--- config.mk ---
export PLATFORM = sky130hd
export DESIGN_NAME = dhp_host_port
export DESIGN_NICKNAME = d
export VERILOG_FILES = /design/src/core/dhp_pkg.sv /design/src/core/dhp_host_port.sv
export SDC_FILE = /design/constraint.sdc
export NUM_CORES = 1
export LEC_CHECK = 0
export ABC_AREA = 1
export BUFFER_PORTS_ARGS = -buffer_cell sky130_fd_sc_hd__buf_2
export CAP_MARGIN = 30
export CORE_MARGIN = 2
export CORE_UTILIZATION = 40
export CTS_BUF_LIST = sky130_fd_sc_hd__clkbuf_4
export CTS_CLUSTER_DIAMETER = 100
export DETAILED_ROUTE_END_ITERATION = 8
export GPL_ROUTABILITY_DRIVEN = 0
export GPL_TIMING_DRIVEN = 0
export PLACE_DENSITY = 0.74
export RECOVER_POWER = 100
export SLEW_MARGIN = 20
export SYNTH_ARGS = -nofsm -noshare
export SYNTH_HDL_FRONTEND = slang
export SYNTH_SLANG_ARGS = --single-unit
--- constraint.sdc ---
create_clock -name sys_clk -period 1.3 [get_ports sys_clk]
set_input_delay 0 -clock sys_clk [delete_from_list [all_inputs] [get_ports sys_clk]]
set_output_delay 0 -clock sys_clk [all_outputs]
set_load 0.01 [all_outputs]
--- src/core/dhp_pkg.sv ---
// Shared types and constants for the dual-channel serial host port.
// Assumes a single 40 MHz system clock and synchronous, active-high reset.
package dhp_pkg;

  // Output pin 2 function select codes
  localparam logic [1:0] OP2_SEL_GPO    = 2'h0;
  localparam logic [1:0] OP2_SEL_TXA16  = 2'h1;
  localparam logic [1:0] OP2_SEL_TXA1   = 2'h2;
  localparam logic [1:0] OP2_SEL_RXA1   = 2'h3;

  // Output pin 3 function select codes
  localparam logic [1:0] OP3_SEL_GPO    = 2'h0;
  localparam logic [1:0] OP3_SEL_CT     = 2'h1;
  localparam logic [1:0] OP3_SEL_TXB1   = 2'h2;
  localparam logic [1:0] OP3_SEL_RXB1   = 2'h3;

  // Values after reset
  localparam logic [7:0] DATA_RST       = 8'h00;
  localparam logic [3:0] ADDR_RST       = 4'h0;
  localparam logic       PIN_HIGH_RST   = 1'b1;
  localparam logic       OE_N_RST       = 1'b1;
  localparam logic [5:0] IN_PINS_RST    = 6'h3F;

  // Input pin positions
  localparam int IP_CTS_A   = 0;
  localparam int IP_CTS_B   = 1;
  localparam int IP_CT_CLK  = 2;
  localparam int IP_TXCLK_A = 3;
  localparam int IP_RXCLK_A = 4;
  localparam int IP_TXCLK_B = 5;

  // Register access requested of the register core
  typedef struct packed {
    logic       rd;
    logic       wr;
    logic [3:0] addr;
    logic [7:0] wdata;
  } dhp_req_s;

  // Pin function selection held by the register core
  typedef struct packed {
    logic       ip0_cts;
    logic       ip1_cts;
    logic       ip2_ct_clk;
    logic       ip3_tx_clk;
    logic       ip4_rx_clk;
    logic       ip5_tx_clk;
    logic       op0_rts;
    logic       op1_rts;
    logic [1:0] op2_sel;
    logic [1:0] op3_sel;
  } dhp_pin_cfg_s;

  // Signals from the channels and counter/timer for the output pins
  typedef struct packed {
    logic [3:0] gpo;
    logic       rts_a_n;
    logic       rts_b_n;
    logic       txclk_a_16x;
    logic       txclk_a_1x;
    logic       rxclk_a_1x;
    logic       txclk_b_1x;
    logic       rxclk_b_1x;
    logic       ct_out_n;
  } dhp_core_pins_s;

  // Input pin functions handed to the channels and counter/timer
  typedef struct packed {
    logic [5:0] gpi;
    logic       cts_a_n;
    logic       cts_b_n;
    logic       ct_ext_tick;
    logic       tx_a_shift;
    logic       rx_a_sample;
    logic       tx_b_shift;
  } dhp_pin_evt_s;

endpackage

--- src/core/dhp_host_port.sv ---
// Parallel host port of a dual-channel serial controller, 68xxx-style bus,
// with input and output pin function steering.
// Assumes all pins are already synchronous to sys_clk and that the register
// core answers reg_rdata in the same cycle that req.rd is high.
//
// Overview of operation
// - Register transfers happen only while chip select is low, never while high.
// - Data bus lines are released whenever chip select and interrupt acknowledge are both high.
// - Four address inputs pick the target register on every access.
// - Eight-bit bidirectional data bus, line 0 is the least significant bit.
// - Transfer acknowledge goes low in every read, write and vector cycle.
// - Interrupt acknowledge low puts the vector on the bus and acknowledges.
// - Open-drain interrupt request is low while any of eight conditions holds.
// - Strap high or open selects this 68xxx-style signal set.
// - Input pins 0 and 1 are general inputs or clear-to-send A and B.
// - Input pin 2 is a general input or counter/timer external clock.
// - External transmit clocks on pins 3 and 5 shift on falling edges.
// - External receive clock on pin 4 samples on its rising edge.
// - Output pins 0 and 1 are general outputs or request-to-send A and B.
// - Output pin 2 is general, A transmit 1x or 16x, or A receive clock.
// - Output pin 3 is general, timer open-drain, or B bit-rate clocks.
// - Direction high with chip select low reads, low writes.
// - Reset clears core registers, raises outputs and idles the channels.
`timescale 1ns/1ps
`default_nettype none

module dhp_host_port (
  input  wire logic                    sys_clk,
  input  wire logic                    srst,
  input  wire logic                    reset_n_a,
  input  wire logic                    bus_mode_strap,
  input  wire logic                    chip_select_n,
  input  wire logic                    read_not_write,
  input  wire logic [3:0]              addr_in,
  input  wire logic                    int_ack_n,
  input  wire logic [7:0]              data_in,
  output logic      [7:0]              data_out,
  output logic                         data_oe_n,
  output logic                         transfer_ack_n,
  output logic                         irq_out,
  output logic                         irq_oe_n,
  input  wire logic [5:0]              in_pins,
  output logic                         out_pin_0,
  output logic                         out_pin_1,
  output logic                         out_pin_2,
  output logic                         out_pin_3,
  output logic                         out_pin_3_oe_n,
  output logic                         core_reset,
  output dhp_pkg::dhp_req_s            req,
  input  wire logic [7:0]              reg_rdata,
  input  wire logic [7:0]              int_vector,
  input  wire logic [7:0]              int_active,
  input  wire dhp_pkg::dhp_pin_cfg_s   pin_cfg,
  input  wire dhp_pkg::dhp_core_pins_s core_pins,
  output dhp_pkg::dhp_pin_evt_s        pin_evt
);

  typedef enum logic [1:0] {
    DHP_IDLE,
    DHP_READ,
    DHP_HOLD
  } dhp_state_e;

  dhp_state_e               state_reg;
  dhp_state_e               state_next;
  logic                     iack_cyc_reg;
  logic                     iack_cyc_next;
  logic [7:0]               data_out_reg;
  logic [7:0]               data_out_next;
  logic                     data_oe_n_reg;
  logic                     data_oe_n_next;
  logic                     ack_n_reg;
  logic                     ack_n_next;
  dhp_pkg::dhp_req_s        req_reg;
  dhp_pkg::dhp_req_s        req_next;
  logic                     any_rst;
  logic                     port_on;

  // Pin reset clears like the system reset; it also resets the core
  assign any_rst = srst || !reset_n_a;
  assign port_on = bus_mode_strap;

  // Bus cycle sequencing; interrupt acknowledge wins over a register access
  always_comb begin
    state_next     = state_reg;
    iack_cyc_next  = iack_cyc_reg;
    data_out_next  = data_out_reg;
    data_oe_n_next = data_oe_n_reg;
    ack_n_next     = ack_n_reg;
    req_next       = req_reg;
    req_next.rd    = 1'b0;
    req_next.wr    = 1'b0;
    case (state_reg)
      DHP_IDLE: begin
        if (port_on && !int_ack_n) begin
          data_out_next  = int_vector;
          data_oe_n_next = 1'b0;
          ack_n_next     = 1'b0;
          iack_cyc_next  = 1'b1;
          state_next     = DHP_HOLD;
        end else if (port_on && !chip_select_n) begin
          req_next.addr = addr_in;
          iack_cyc_next = 1'b0;
          if (read_not_write) begin
            req_next.rd = 1'b1;
            state_next  = DHP_READ;
          end else begin
            req_next.wr    = 1'b1;
            req_next.wdata = data_in;
            ack_n_next     = 1'b0;
            state_next     = DHP_HOLD;
          end
        end
      end
      DHP_READ: begin
        // Core answers during the strobe cycle, so capture and present now
        data_out_next  = reg_rdata;
        data_oe_n_next = chip_select_n;
        ack_n_next     = chip_select_n;
        state_next     = chip_select_n ? DHP_IDLE : DHP_HOLD;
      end
      DHP_HOLD: begin
        // The CPU ends the cycle; no new access until the strobe rises
        if (iack_cyc_reg ? int_ack_n : chip_select_n) begin
          data_oe_n_next = 1'b1;
          ack_n_next     = 1'b1;
          state_next     = DHP_IDLE;
        end
      end
      default: begin
        state_next     = DHP_IDLE;
        data_oe_n_next = 1'b1;
        ack_n_next     = 1'b1;
      end
    endcase
  end

  // Bus cycle registers
  always_ff @(posedge sys_clk) begin
    if (any_rst) begin
      state_reg     <= DHP_IDLE;
      iack_cyc_reg  <= 1'b0;
      data_out_reg  <= dhp_pkg::DATA_RST;
      data_oe_n_reg <= dhp_pkg::OE_N_RST;
      ack_n_reg     <= dhp_pkg::PIN_HIGH_RST;
      req_reg       <= '0;
    end else begin
      state_reg     <= state_next;
      iack_cyc_reg  <= iack_cyc_next;
      data_out_reg  <= data_out_next;
      data_oe_n_reg <= data_oe_n_next;
      ack_n_reg     <= ack_n_next;
      req_reg       <= req_next;
    end
  end

  assign data_out       = data_out_reg;
  assign data_oe_n      = data_oe_n_reg;
  assign transfer_ack_n = ack_n_reg;
  assign req            = req_reg;

  // Pin steering state
  logic                 irq_oe_n_reg;
  logic                 irq_oe_n_next;
  logic [3:0]           op_reg;
  logic [3:0]           op_next;
  logic                 op3_oe_n_reg;
  logic                 op3_oe_n_next;
  logic [5:0]           ip_prev_reg;
  dhp_pkg::dhp_pin_evt_s evt_reg;
  dhp_pkg::dhp_pin_evt_s evt_next;
  logic                 core_rst_reg;
  logic [5:0]           fall;
  logic [5:0]           rise;
  logic [5:0]           ext_en;

  // Edge detection per input pin; inputs are already synchronous
  assign ext_en = {pin_cfg.ip5_tx_clk, pin_cfg.ip4_rx_clk,
                   pin_cfg.ip3_tx_clk, pin_cfg.ip2_ct_clk,
                   pin_cfg.ip1_cts, pin_cfg.ip0_cts};
  genvar gi;
  generate
    for (gi = 0; gi < 6; gi = gi + 1) begin : g_edge
      assign fall[gi] = ext_en[gi] && ip_prev_reg[gi] && !in_pins[gi];
      assign rise[gi] = ext_en[gi] && !ip_prev_reg[gi] && in_pins[gi];
    end
  endgenerate

  // Next values of interrupt, output pins and input functions
  always_comb begin
    irq_oe_n_next = !(|int_active);
    op_next[0] = pin_cfg.op0_rts ? core_pins.rts_a_n : core_pins.gpo[0];
    op_next[1] = pin_cfg.op1_rts ? core_pins.rts_b_n : core_pins.gpo[1];
    case (pin_cfg.op2_sel)
      dhp_pkg::OP2_SEL_TXA16: op_next[2] = core_pins.txclk_a_16x;
      dhp_pkg::OP2_SEL_TXA1:  op_next[2] = core_pins.txclk_a_1x;
      dhp_pkg::OP2_SEL_RXA1:  op_next[2] = core_pins.rxclk_a_1x;
      default:                op_next[2] = core_pins.gpo[2];
    endcase
    op3_oe_n_next = 1'b0;
    case (pin_cfg.op3_sel)
      dhp_pkg::OP3_SEL_CT: begin
        // Open drain: only ever pulls low, the board pull-up gives high
        op_next[3]    = 1'b0;
        op3_oe_n_next = core_pins.ct_out_n;
      end
      dhp_pkg::OP3_SEL_TXB1: op_next[3] = core_pins.txclk_b_1x;
      dhp_pkg::OP3_SEL_RXB1: op_next[3] = core_pins.rxclk_b_1x;
      default:               op_next[3] = core_pins.gpo[3];
    endcase
    evt_next.gpi         = in_pins;
    evt_next.cts_a_n     = pin_cfg.ip0_cts ? in_pins[dhp_pkg::IP_CTS_A]
                                           : 1'b0;
    evt_next.cts_b_n     = pin_cfg.ip1_cts ? in_pins[dhp_pkg::IP_CTS_B]
                                           : 1'b0;
    evt_next.ct_ext_tick = rise[dhp_pkg::IP_CT_CLK];
    evt_next.tx_a_shift  = fall[dhp_pkg::IP_TXCLK_A];
    evt_next.rx_a_sample = rise[dhp_pkg::IP_RXCLK_A];
    evt_next.tx_b_shift  = fall[dhp_pkg::IP_TXCLK_B];
  end

  // Pin registers; reset drives every output pin high and idles events
  always_ff @(posedge sys_clk) begin
    if (any_rst) begin
      irq_oe_n_reg <= dhp_pkg::OE_N_RST;
      op_reg       <= {4{dhp_pkg::PIN_HIGH_RST}};
      op3_oe_n_reg <= 1'b0;
      ip_prev_reg  <= dhp_pkg::IN_PINS_RST;
      evt_reg      <= '0;
      core_rst_reg <= 1'b1;
    end else begin
      irq_oe_n_reg <= irq_oe_n_next;
      op_reg       <= op_next;
      op3_oe_n_reg <= op3_oe_n_next;
      ip_prev_reg  <= in_pins;
      evt_reg      <= evt_next;
      core_rst_reg <= 1'b0;
    end
  end

  assign irq_out        = 1'b0;
  assign irq_oe_n       = irq_oe_n_reg;
  assign out_pin_0      = op_reg[0];
  assign out_pin_1      = op_reg[1];
  assign out_pin_2      = op_reg[2];
  assign out_pin_3      = op_reg[3];
  assign out_pin_3_oe_n = op3_oe_n_reg;
  assign pin_evt        = evt_reg;
  assign core_reset     = core_rst_reg;

endmodule

`default_nettype wire

== Word-level counts from Yosys, hierarchy flattened ==
Index checks and enable logic that the tools add are counted.

* Equal/unequal tests: 12
* Mux-type cells: 25
* Bitwise operators: 7
* Reductions and logical operators: 34

{| class="wikitable"
|+ Operator list
! kind !! number
|-
| one-hot mux 8 bit (2 select lines) || 1
|-
| two-way mux 1 bit || 13
|-
| one-hot mux 1 bit (3 select lines) || 4
|-
| == test 2 bit, second input constant || 5
|-
| logical AND 1 bit || 10
|-
| two-way mux 2 bit || 5
|-
| logical NOT 1 bit || 8
|-
| two-way mux 8 bit || 1
|-
| AND reduction 2 bit || 4
|-
| OR reduction 8 bit || 1
|-
| NOT 1 bit || 7
|-
| == test 2 x 1 -> 1 bit, second input constant || 3
|-
| inequality test 3 bit, second input constant || 2
|-
| one-hot mux 2 bit (3 select lines) || 1
|-
| AND reduction 3 bit || 2
|-
| OR reduction 2 bit || 3
|-
| inequality test 2 bit, second input constant || 2
|-
| AND reduction 4 bit || 1
|-
| nonzero test 2 bit || 2
|-
| OR reduction 4 bit || 1
|-
| logical NOT 2 bit || 1
|-
| logical OR 1 bit || 1
|}

* Register bits after elaboration: 52
* Input bits: 73
* Output and inout port bits: 44
* Word-level logic and storage cells: 99

== Longest topological paths before layout ==
Gate-level depths: netlist of the first run.

* Depth in word-level cells: 5
* Depth in mapped cells: 8
* Depth with buffers taken out: 7

== Worst setup path after synthesis of the first run ==
Ideal clock, no wire load.

* Path type: register to register
* Start point: register state_reg[1]
* End point: register req_reg, in the netlist req[5]
* Library setup time: 0.112 ns
* Arrival: 1.017 ns
* Data required time: 1.188 ns
* Slack: 0.171 ns
* Stages on the path, launching flop included: 8
* Path buffers: 1
* Clock period less this slack: 1.129 ns
* Cells stage by stage: dfxtp_1 > nor2_4 > nand2_4 > nor2_8 > buf_12 > nand2_2 > nand2_2 > nor2_2

* Word-level cells in the longest chain between the ends: 2

{| class="wikitable"
|+ RTL lines
! item !! RTL line !! text
|-
| from (decl) || dhp_host_port.sv:64 || <nowiki>dhp_state_e state_reg;</nowiki>
|-
| from (signal assigned) || dhp_host_port.sv:148 || <nowiki>state_reg <= state_next;</nowiki>
|-
| logical NOT 2 bit || dhp_host_port.sv:93 || <nowiki>case (state_reg)</nowiki>
|-
| AND reduction 4 bit (no line) || n/a ||
|-
| to (signal assigned) || dhp_host_port.sv:153 || <nowiki>req_reg <= req_next;</nowiki>
|-
| to (decl) || dhp_host_port.sv:74 || <nowiki>dhp_pkg::dhp_req_s req_reg;</nowiki>
|}

No other way between the ends.
A chain may end at the register's enable or synchronous reset.

== Worst setup path in the final report of the first run ==
* Start point: input int_active[0]
* End point: register irq_oe_n_reg, in the netlist irq_oe_n

* Word-level cells in the longest chain between the ends: 2

{| class="wikitable"
|+ RTL lines
! item !! RTL line !! text
|-
| from (decl) || dhp_host_port.sv:52 || <nowiki>input wire logic [7:0] int_active,</nowiki>
|-
| OR reduction 8 bit || dhp_host_port.sv:191 || <nowiki>irq_oe_n_next = !(|int_active);</nowiki>
|-
| logical NOT 1 bit || dhp_host_port.sv:191 ||
|-
| to (signal assigned) || dhp_host_port.sv:225 || <nowiki>irq_oe_n_reg <= dhp_pkg::OE_N_RST;</nowiki>
|-
| to (signal assigned) || dhp_host_port.sv:232 || <nowiki>irq_oe_n_reg <= irq_oe_n_next;</nowiki>
|-
| to (decl) || dhp_host_port.sv:163 || <nowiki>logic irq_oe_n_reg;</nowiki>
|}

No other way between the ends.

==> reports/metrics.yaml, run 1 <==
outcome:
  status: "completed"
logic_synthesis:
  synth_cell_types: 21
  postSynthAreaPerCell_sq_um: 7.259
  synth_async_sr_flop_share: 0
  synth_edf_count: 0
  ys_ff_latch: 50
  ys_warn_count: 0
  synth_nets: 355
  synth_top_area_share: 0.4890
  ys_seq_area_frac: 0.4890
  syn_area_sq_um: 2047
  synthTopCellsByArea: "dfxtp_1, nand2_1, nor2_1"
  synthFlopType: "dfxtp_1"
  syn_inst: 282
  yosys.area.top_type: "dfxtp_1"
setup_path:
  criticalPathCategory: "in -> reg"
  cp_slowest_stage_delay_ps: 580
  worst_path_most_repeated_cell: "dlygate4sd3_1"
  cp_slowest_cell: "dlygate4sd3_1"
  cp_cell_sequence: "dlygate4sd3_1, buf_2, nor2_1, dlygate4sd3_1, nand4_1, nand2_1"
  startpoint_type: "primary input"
  critPathTopFamily: "buffers and inverters"
  required_ps: 1620
  cp.arrival_ps: 1610
  path_buf_inv: 3
  endpoint_kind: "register"
  critPathMaxFanout: 1
layout:
  diodes: 0
  filler_cell_count: 428
  largest_reg_flops: 14
  final_core_util: 0.7078
  drive_above_1_share: 0.2588
  area.growth.synth_to_final_pct: 73.23
  final_nets: 555
die:
  start_util: 0.4086
  coreArea_sq_um: 5010
  die_area_sq_um: 5706
  ios: 117
  rows: 26
  die_h_um: 75.54
  die_w_um: 75.54
drt:
  drt_iter0_markers: 86
  drt_pass1_iterations: 6
  via_per_inst: 4.373
  route.detailed.drc: 0
  ant_nets: 0
  routed_wl_um: 6452
  wl_per_cell_um: 11.67
  vias: 2418
clock_tree:
  path_clk_slew_ps: 150
  cts-root-buf: "clkbuf_4"
  cts_buffers: 5
  cts.path.max_buffers: 2
  cts_sinks: 50
  clk_latency_ps: 360
  cts_tree: "done"
  cts.htree.levels: 2
flow_run:
  maxCapViolations: 0
placement:
  dp_hpwl_um: 3564
  io_buffers: 115
sta:
  fin_skew_ps: 11.84
  setup_tns_ps: 0
  fmax_ghz: 0.7772
  hold_ws_ps: 54.33
  setup_viol: 0
  rsz0062_at_grt: "true"
  period_share: 0.9897
  fin_crit_ps: 1287
  hold_viol: 0
  maxSlewViolCount: 0
grt:
  antenna_found_initial: 0
  grt_max_degree: 17
  overflow: 0
  track_usage: 0.2069
  grt_pass1_wl_um: 9190
  grt_pass1_vias: 2281
power_and_ir_drop:
  power_density_nw_per_um2: 948.5
  ir_drop_mv: 0.4607
  p_leak_nw: 1.728
worst_hold_path:
  min_path_type: "in -> reg"
[cell usage in the layout, fill, tap and decap left out, types with 2 or more instances in the layout]
master,netlist,final
nand2_2,7,7
buf_4,1,8
nor2_1,44,44
dlygate4sd3_1,0,70
nand2_4,2,2
nor2_2,17,17
nand2_1,87,87
nand3_1,8,8
nor2_4,2,2
clkbuf_4,0,5
dfxtp_1,50,48
a21oi_1,5,5
nor3_1,4,4
o21ai_0,7,7
clkbuf_1,1,44
bufinv_16,0,2
buf_2,3,75
inv_1,38,38
[worst reg2reg max path, cell delays in order, from the launching register on]
cell and delay (ps):
dfxtp_4 390, nor2_4 220, nand2_4 110, nor2_8 170, buf_4 140, nand2_1 40, nand2_1 60, nor2_2 40
[cell type report]
class	instances	area [sq um]	area share
Buffer	7	56.30	0.01588
Inverter	38	142.6	0.04023
Timing Repair Buffer	193	1301	0.3670
Clock buffer	5	37.54	0.01059
Tap cell	70	87.58	0.02470
Clock inverter	3	68.82	0.01941
Sequential cell	50	1006	0.2837
Multi-Input combinational cell	187	845.8	0.2385
[layer usage]
metal | part of all wire | GRT usage | wire length (um) | up-vias
li1 | - | - | - | 1230
met1 | 0.41 | 0.2128 | 2620 | 1072
met2 | 0.49 | 0.4068 | 3156 | 104
met3 | 0.091 | 0.05952 | 585 | 12
met4 | 0.014 | 0.05068 | 89 | 0
met5 | 0 | 0 | 0 | -
[synthesized netlist by cell type, types with 2 or more instances]
library cell and number:
buf_2 3, nor2_2 17, nand3_1 8, nor2_1 44, o21ai_0 7, nand2_4 2
a21oi_1 5, dfxtp_1 50, inv_1 38, nand2_2 7, nand2_1 87, nor2_4 2
nor3_1 4
[metrics by stage]
step | power [mW] | instances | setup slack, ps | cell area (sq um)
floorplan | 1.899 | 282 | 170.9 | 2047
global placement | 2.088 | 467 | 67.15 | 2710
detailed placement | 2.097 | 467 | 31.00 | 2710
CTS | 3.358 | 545 | 8.366 | 3518
global route | 3.513 | 553 | -13.66 | 3546
finish | 3.363 | 553 | 13.37 | 3546
[path summary, 6_finish.rpt]
kind	cells after the start	from	end	slack (ps)
worst max-delay path	6	int_active[0]	irq_oe_n	10
worst min-delay path	5	bus_mode_strap	state_reg[1]	50
worst max register to register	7	state_reg[1]	req[2]	30
worst min register to register	1	ip_prev_reg[4]	pin_evt[1]	390
[cell families (layout without fill, tap and decap cells)]
family                 after synthesis  after routing  synth area share
DFF                                 50             50            0.4890
other                                1              1          0.001832
AOI/OAI and AO/OA                   13             13           0.03362
buffers and inverters               45            246           0.09780
and+or+nand+nor                    173            173            0.3777
[what timing repair did]
item                                    CTS  global route
hold buffers                             70             0
endpoints found under the hold margin    46             0
setup buffers                             0             7
gates cloned                              0             1
endpoints found under the setup margin    8            16
pin swaps                                 0             2
resized for setup                         1             2
[where the power goes]
part / internal [mW] / switching [mW]
clock: 0.602 / 0.514
combinational: 0.339 / 0.297
sequential: 1.59 / 0.0241
total: 2.53 / 0.835
(Power assumes the default switching activity.)
==> inputs of run 2 (changes only) <==
--- a/config.mk
+++ b/config.mk
@@ -6,16 +6,15 @@
 export NUM_CORES = 1
 export LEC_CHECK = 0
 export ABC_AREA = 1
-export BUFFER_PORTS_ARGS = -buffer_cell sky130_fd_sc_hd__buf_2
 export CAP_MARGIN = 30
 export CORE_MARGIN = 2
 export CORE_UTILIZATION = 40
 export CTS_BUF_LIST = sky130_fd_sc_hd__clkbuf_4
 export CTS_CLUSTER_DIAMETER = 100
 export DETAILED_ROUTE_END_ITERATION = 8
+export DONT_BUFFER_PORTS = 1
 export GPL_ROUTABILITY_DRIVEN = 0
 export GPL_TIMING_DRIVEN = 0
-export PLACE_DENSITY = 0.74
 export RECOVER_POWER = 100
 export SLEW_MARGIN = 20
 export SYNTH_ARGS = -nofsm -noshare
==> run 2 against run 1 <==
Net effect: final area fell by 10%; via count shrank 16%; maximum frequency shrank 0.85%; setup slack got worse by 11 ps; critical path type is now reg -> reg; critical endpoint is now req[3].
==> reports/metrics.yaml, run 2 (synthesis gave the netlist of run 1 again) <==
grt:
  antenna_found_initial: 0  # unchanged
  overflow: 0  # unchanged
  grt_pass1_vias: 1861  # was 2281
  track_usage: 0.1917  # was 0.2069
  grt_max_degree: 17  # unchanged
  grt_pass1_wl_um: 8121  # was 9190 um
flow_run:
  maxCapViolations: 0  # unchanged
setup_path:
  criticalPathCategory: "reg -> reg"  # was in -> reg
  critPathMaxFanout: 6  # was 1
  cp.arrival_ps: 1570  # was 1610 ps
  startpoint_type: "register"  # was primary input
  worstRegToRegCells: 7  # unchanged
  endpoint_kind: "register"  # unchanged
  required_ps: 1570  # was 1620 ps
layout:
  diodes: 0  # unchanged
  final_cell_mix: "dlygate4sd3_1, nand2_1, dfxtp_1"  # was nand2_1, buf_2, dlygate4sd3_1
  filler_cell_count: 418  # was 428
  design_area_sq_um: 3192  # was 3546 sq um
  fin_cells: 452  # was 553
  final_common_cell: "dlygate4sd3_1"  # was nand2_1
  largest_reg_flops: 14  # unchanged
  drive_above_1_share: 0.1623  # was 0.2588
  final_nets: 454  # was 555
  area.growth.synth_to_final_pct: 55.93  # was 73.23%
worst_hold_path:
  min_path_type: "in -> reg"  # unchanged
  hold-path-cell-count: 4  # was 5
die:
  coreArea_sq_um: 5010  # unchanged
  rows: 26  # unchanged
  die_area_sq_um: 5706  # unchanged
  die_w_um: 75.54  # unchanged
  start_util: 0.4086  # unchanged
  die_h_um: 75.54  # unchanged
  ios: 117  # unchanged
clock_tree:
  cts_tree: "done"  # unchanged
  clk_latency_ps: 370  # was 360 ps
  cts.htree.levels: 2  # unchanged
  cts_buffers: 5  # unchanged
  cts.path.max_buffers: 2  # unchanged
  path_clk_slew_ps: 160  # was 150 ps
  cts_sinks: 50  # unchanged
  cts-root-buf: "clkbuf_4"  # unchanged
drt:
  wl_per_cell_um: 12.90  # was 11.67 um
  routed_wl_um: 5830  # was 6452 um
  via_per_inst: 4.507  # was 4.373
  ant_nets: 0  # unchanged
  drt_iter0_markers: 42  # was 86
  drt_pass1_iterations: 6  # unchanged
  vias: 2037  # was 2418
  route.detailed.drc: 0  # unchanged
placement:
  placed_cell_area_sq_um: 2135  # was 2710 sq um
  place_inst: 352  # was 467
  place_ws_ps: 40.19  # was 31.00 ps
  io_buffers: 0  # was 115
  dp_hpwl_um: 3138  # was 3564 um
sta:
  hold_viol: 0  # unchanged
  fmax_ghz: 0.7706  # was 0.7772 GHz
  worst_slew_pin_slew_ps: 506.1
  setup_tns_ps: 0  # unchanged
  hold_ws_ps: 11.11  # was 54.33 ps
  fin_skew_ps: 17.86  # was 11.84 ps
  fin_crit_ps: 1298  # was 1287 ps
  period_share: 0.9982  # was 0.9897
  fin_ws_ps: 2.311  # was 13.37 ps
  rsz0062_at_grt: "true"  # unchanged
  maxSlewViolCount: 0  # unchanged
  setup_viol: 0  # unchanged
  slew_headroom: 0.6626
power_and_ir_drop:
  combPwrFrac: 0.166  # was 0.189
  p_int_mw: 2.265  # was 2.528 mW
  sequentialPowerShare: 0.536  # was 0.479
  p_clk_frac: 0.298  # was 0.332
  power_switching_share: 0.2612  # was 0.2483
  p_sw_uw: 800.9  # was 835.0 uW
  ir_drop_mv: 0.4584  # was 0.4607 mV
  power_density_nw_per_um2: 960.5  # was 948.5 nW/um^2
  p_leak_nw: 1.466  # was 1.728 nW
outcome:
  status: "completed"  # unchanged
[run 2: cell count changes in the layout (fill, tap and decap cells not counted), sizes merged]
cell / before / now
clkinvlp: 0 / 2
clkbuf: 50 / 8
dlygate4sd3: 70 / 83
bufinv: 2 / 1
buf: 85 / 13
clkinv: 1 / 0
[run 2: power groups by stage]
stage               logic [mW]  clock network, mW  registers, mW
floorplan                0.231                  0           1.67
global placement         0.271                  0           1.68
detailed placement       0.274                  0           1.68
CTS                      0.464              0.943           1.64
global route             0.574              0.997           1.65
finish                   0.509              0.914           1.64
[run 2: final timing paths]
check / end / slack [ps] / start
hold / removal: data_out[7] / 10 / srst
hold reg to reg: pin_evt[1] / 400 / ip_prev_reg[4]
setup reg to reg: req[3] / 2 / state_reg[1]
setup / recovery: req[3] / 2 / state_reg[1]
[run 2: stage by stage]
stage | power, mW | utilization
5_1_grt | 3.222 | 0.6371
3_5_place_dp | 1.951 | 0.4261
6_report | 3.066 | 0.6371
2_1_floorplan | 1.899 | -
4_1_cts | 3.050 | 0.6084
3_3_place_gp | 1.948 | 0.4261
[run 2: timing repair]
| item | in CTS | in global routing |
|---|---|---|
| hold endpoints to repair | 49 | 0 |
| buffers inserted | 0 | 8 |
| hold buffers | 83 | 0 |
| gates resized for setup | 0 | 19 |
| endpoints found under the setup margin | 0 | 21 |
[run 2: final cells by class]
class                      count  area (sq um)  area share
buffer                         7         56.30     0.01764
clock buffer                   5         37.54     0.01176
clock inverter                 3         45.04     0.01411
inverter                      38         142.6     0.04469
multi-input combinational    187         893.4      0.2799
sequential                    50          1006      0.3152
tap                           70         87.58     0.02744
timing repair buffer          92         923.4      0.2893
[run 2: worst max-delay path, stage by stage (launching register included)]
cell and delay (ps):
dfxtp_4 390, nor2_4 210, nand2_4 110, nor2_8 200, buf_6 140, nand2_4 40
nand2_2 50, nor2_2 40
[run 2: metal layers]
layer,wire length [um],global-route usage
met3,478,0.05820
met5,0,0
met2,3166,0.3816
met1,2135,0.1887
met4,49,0.05263
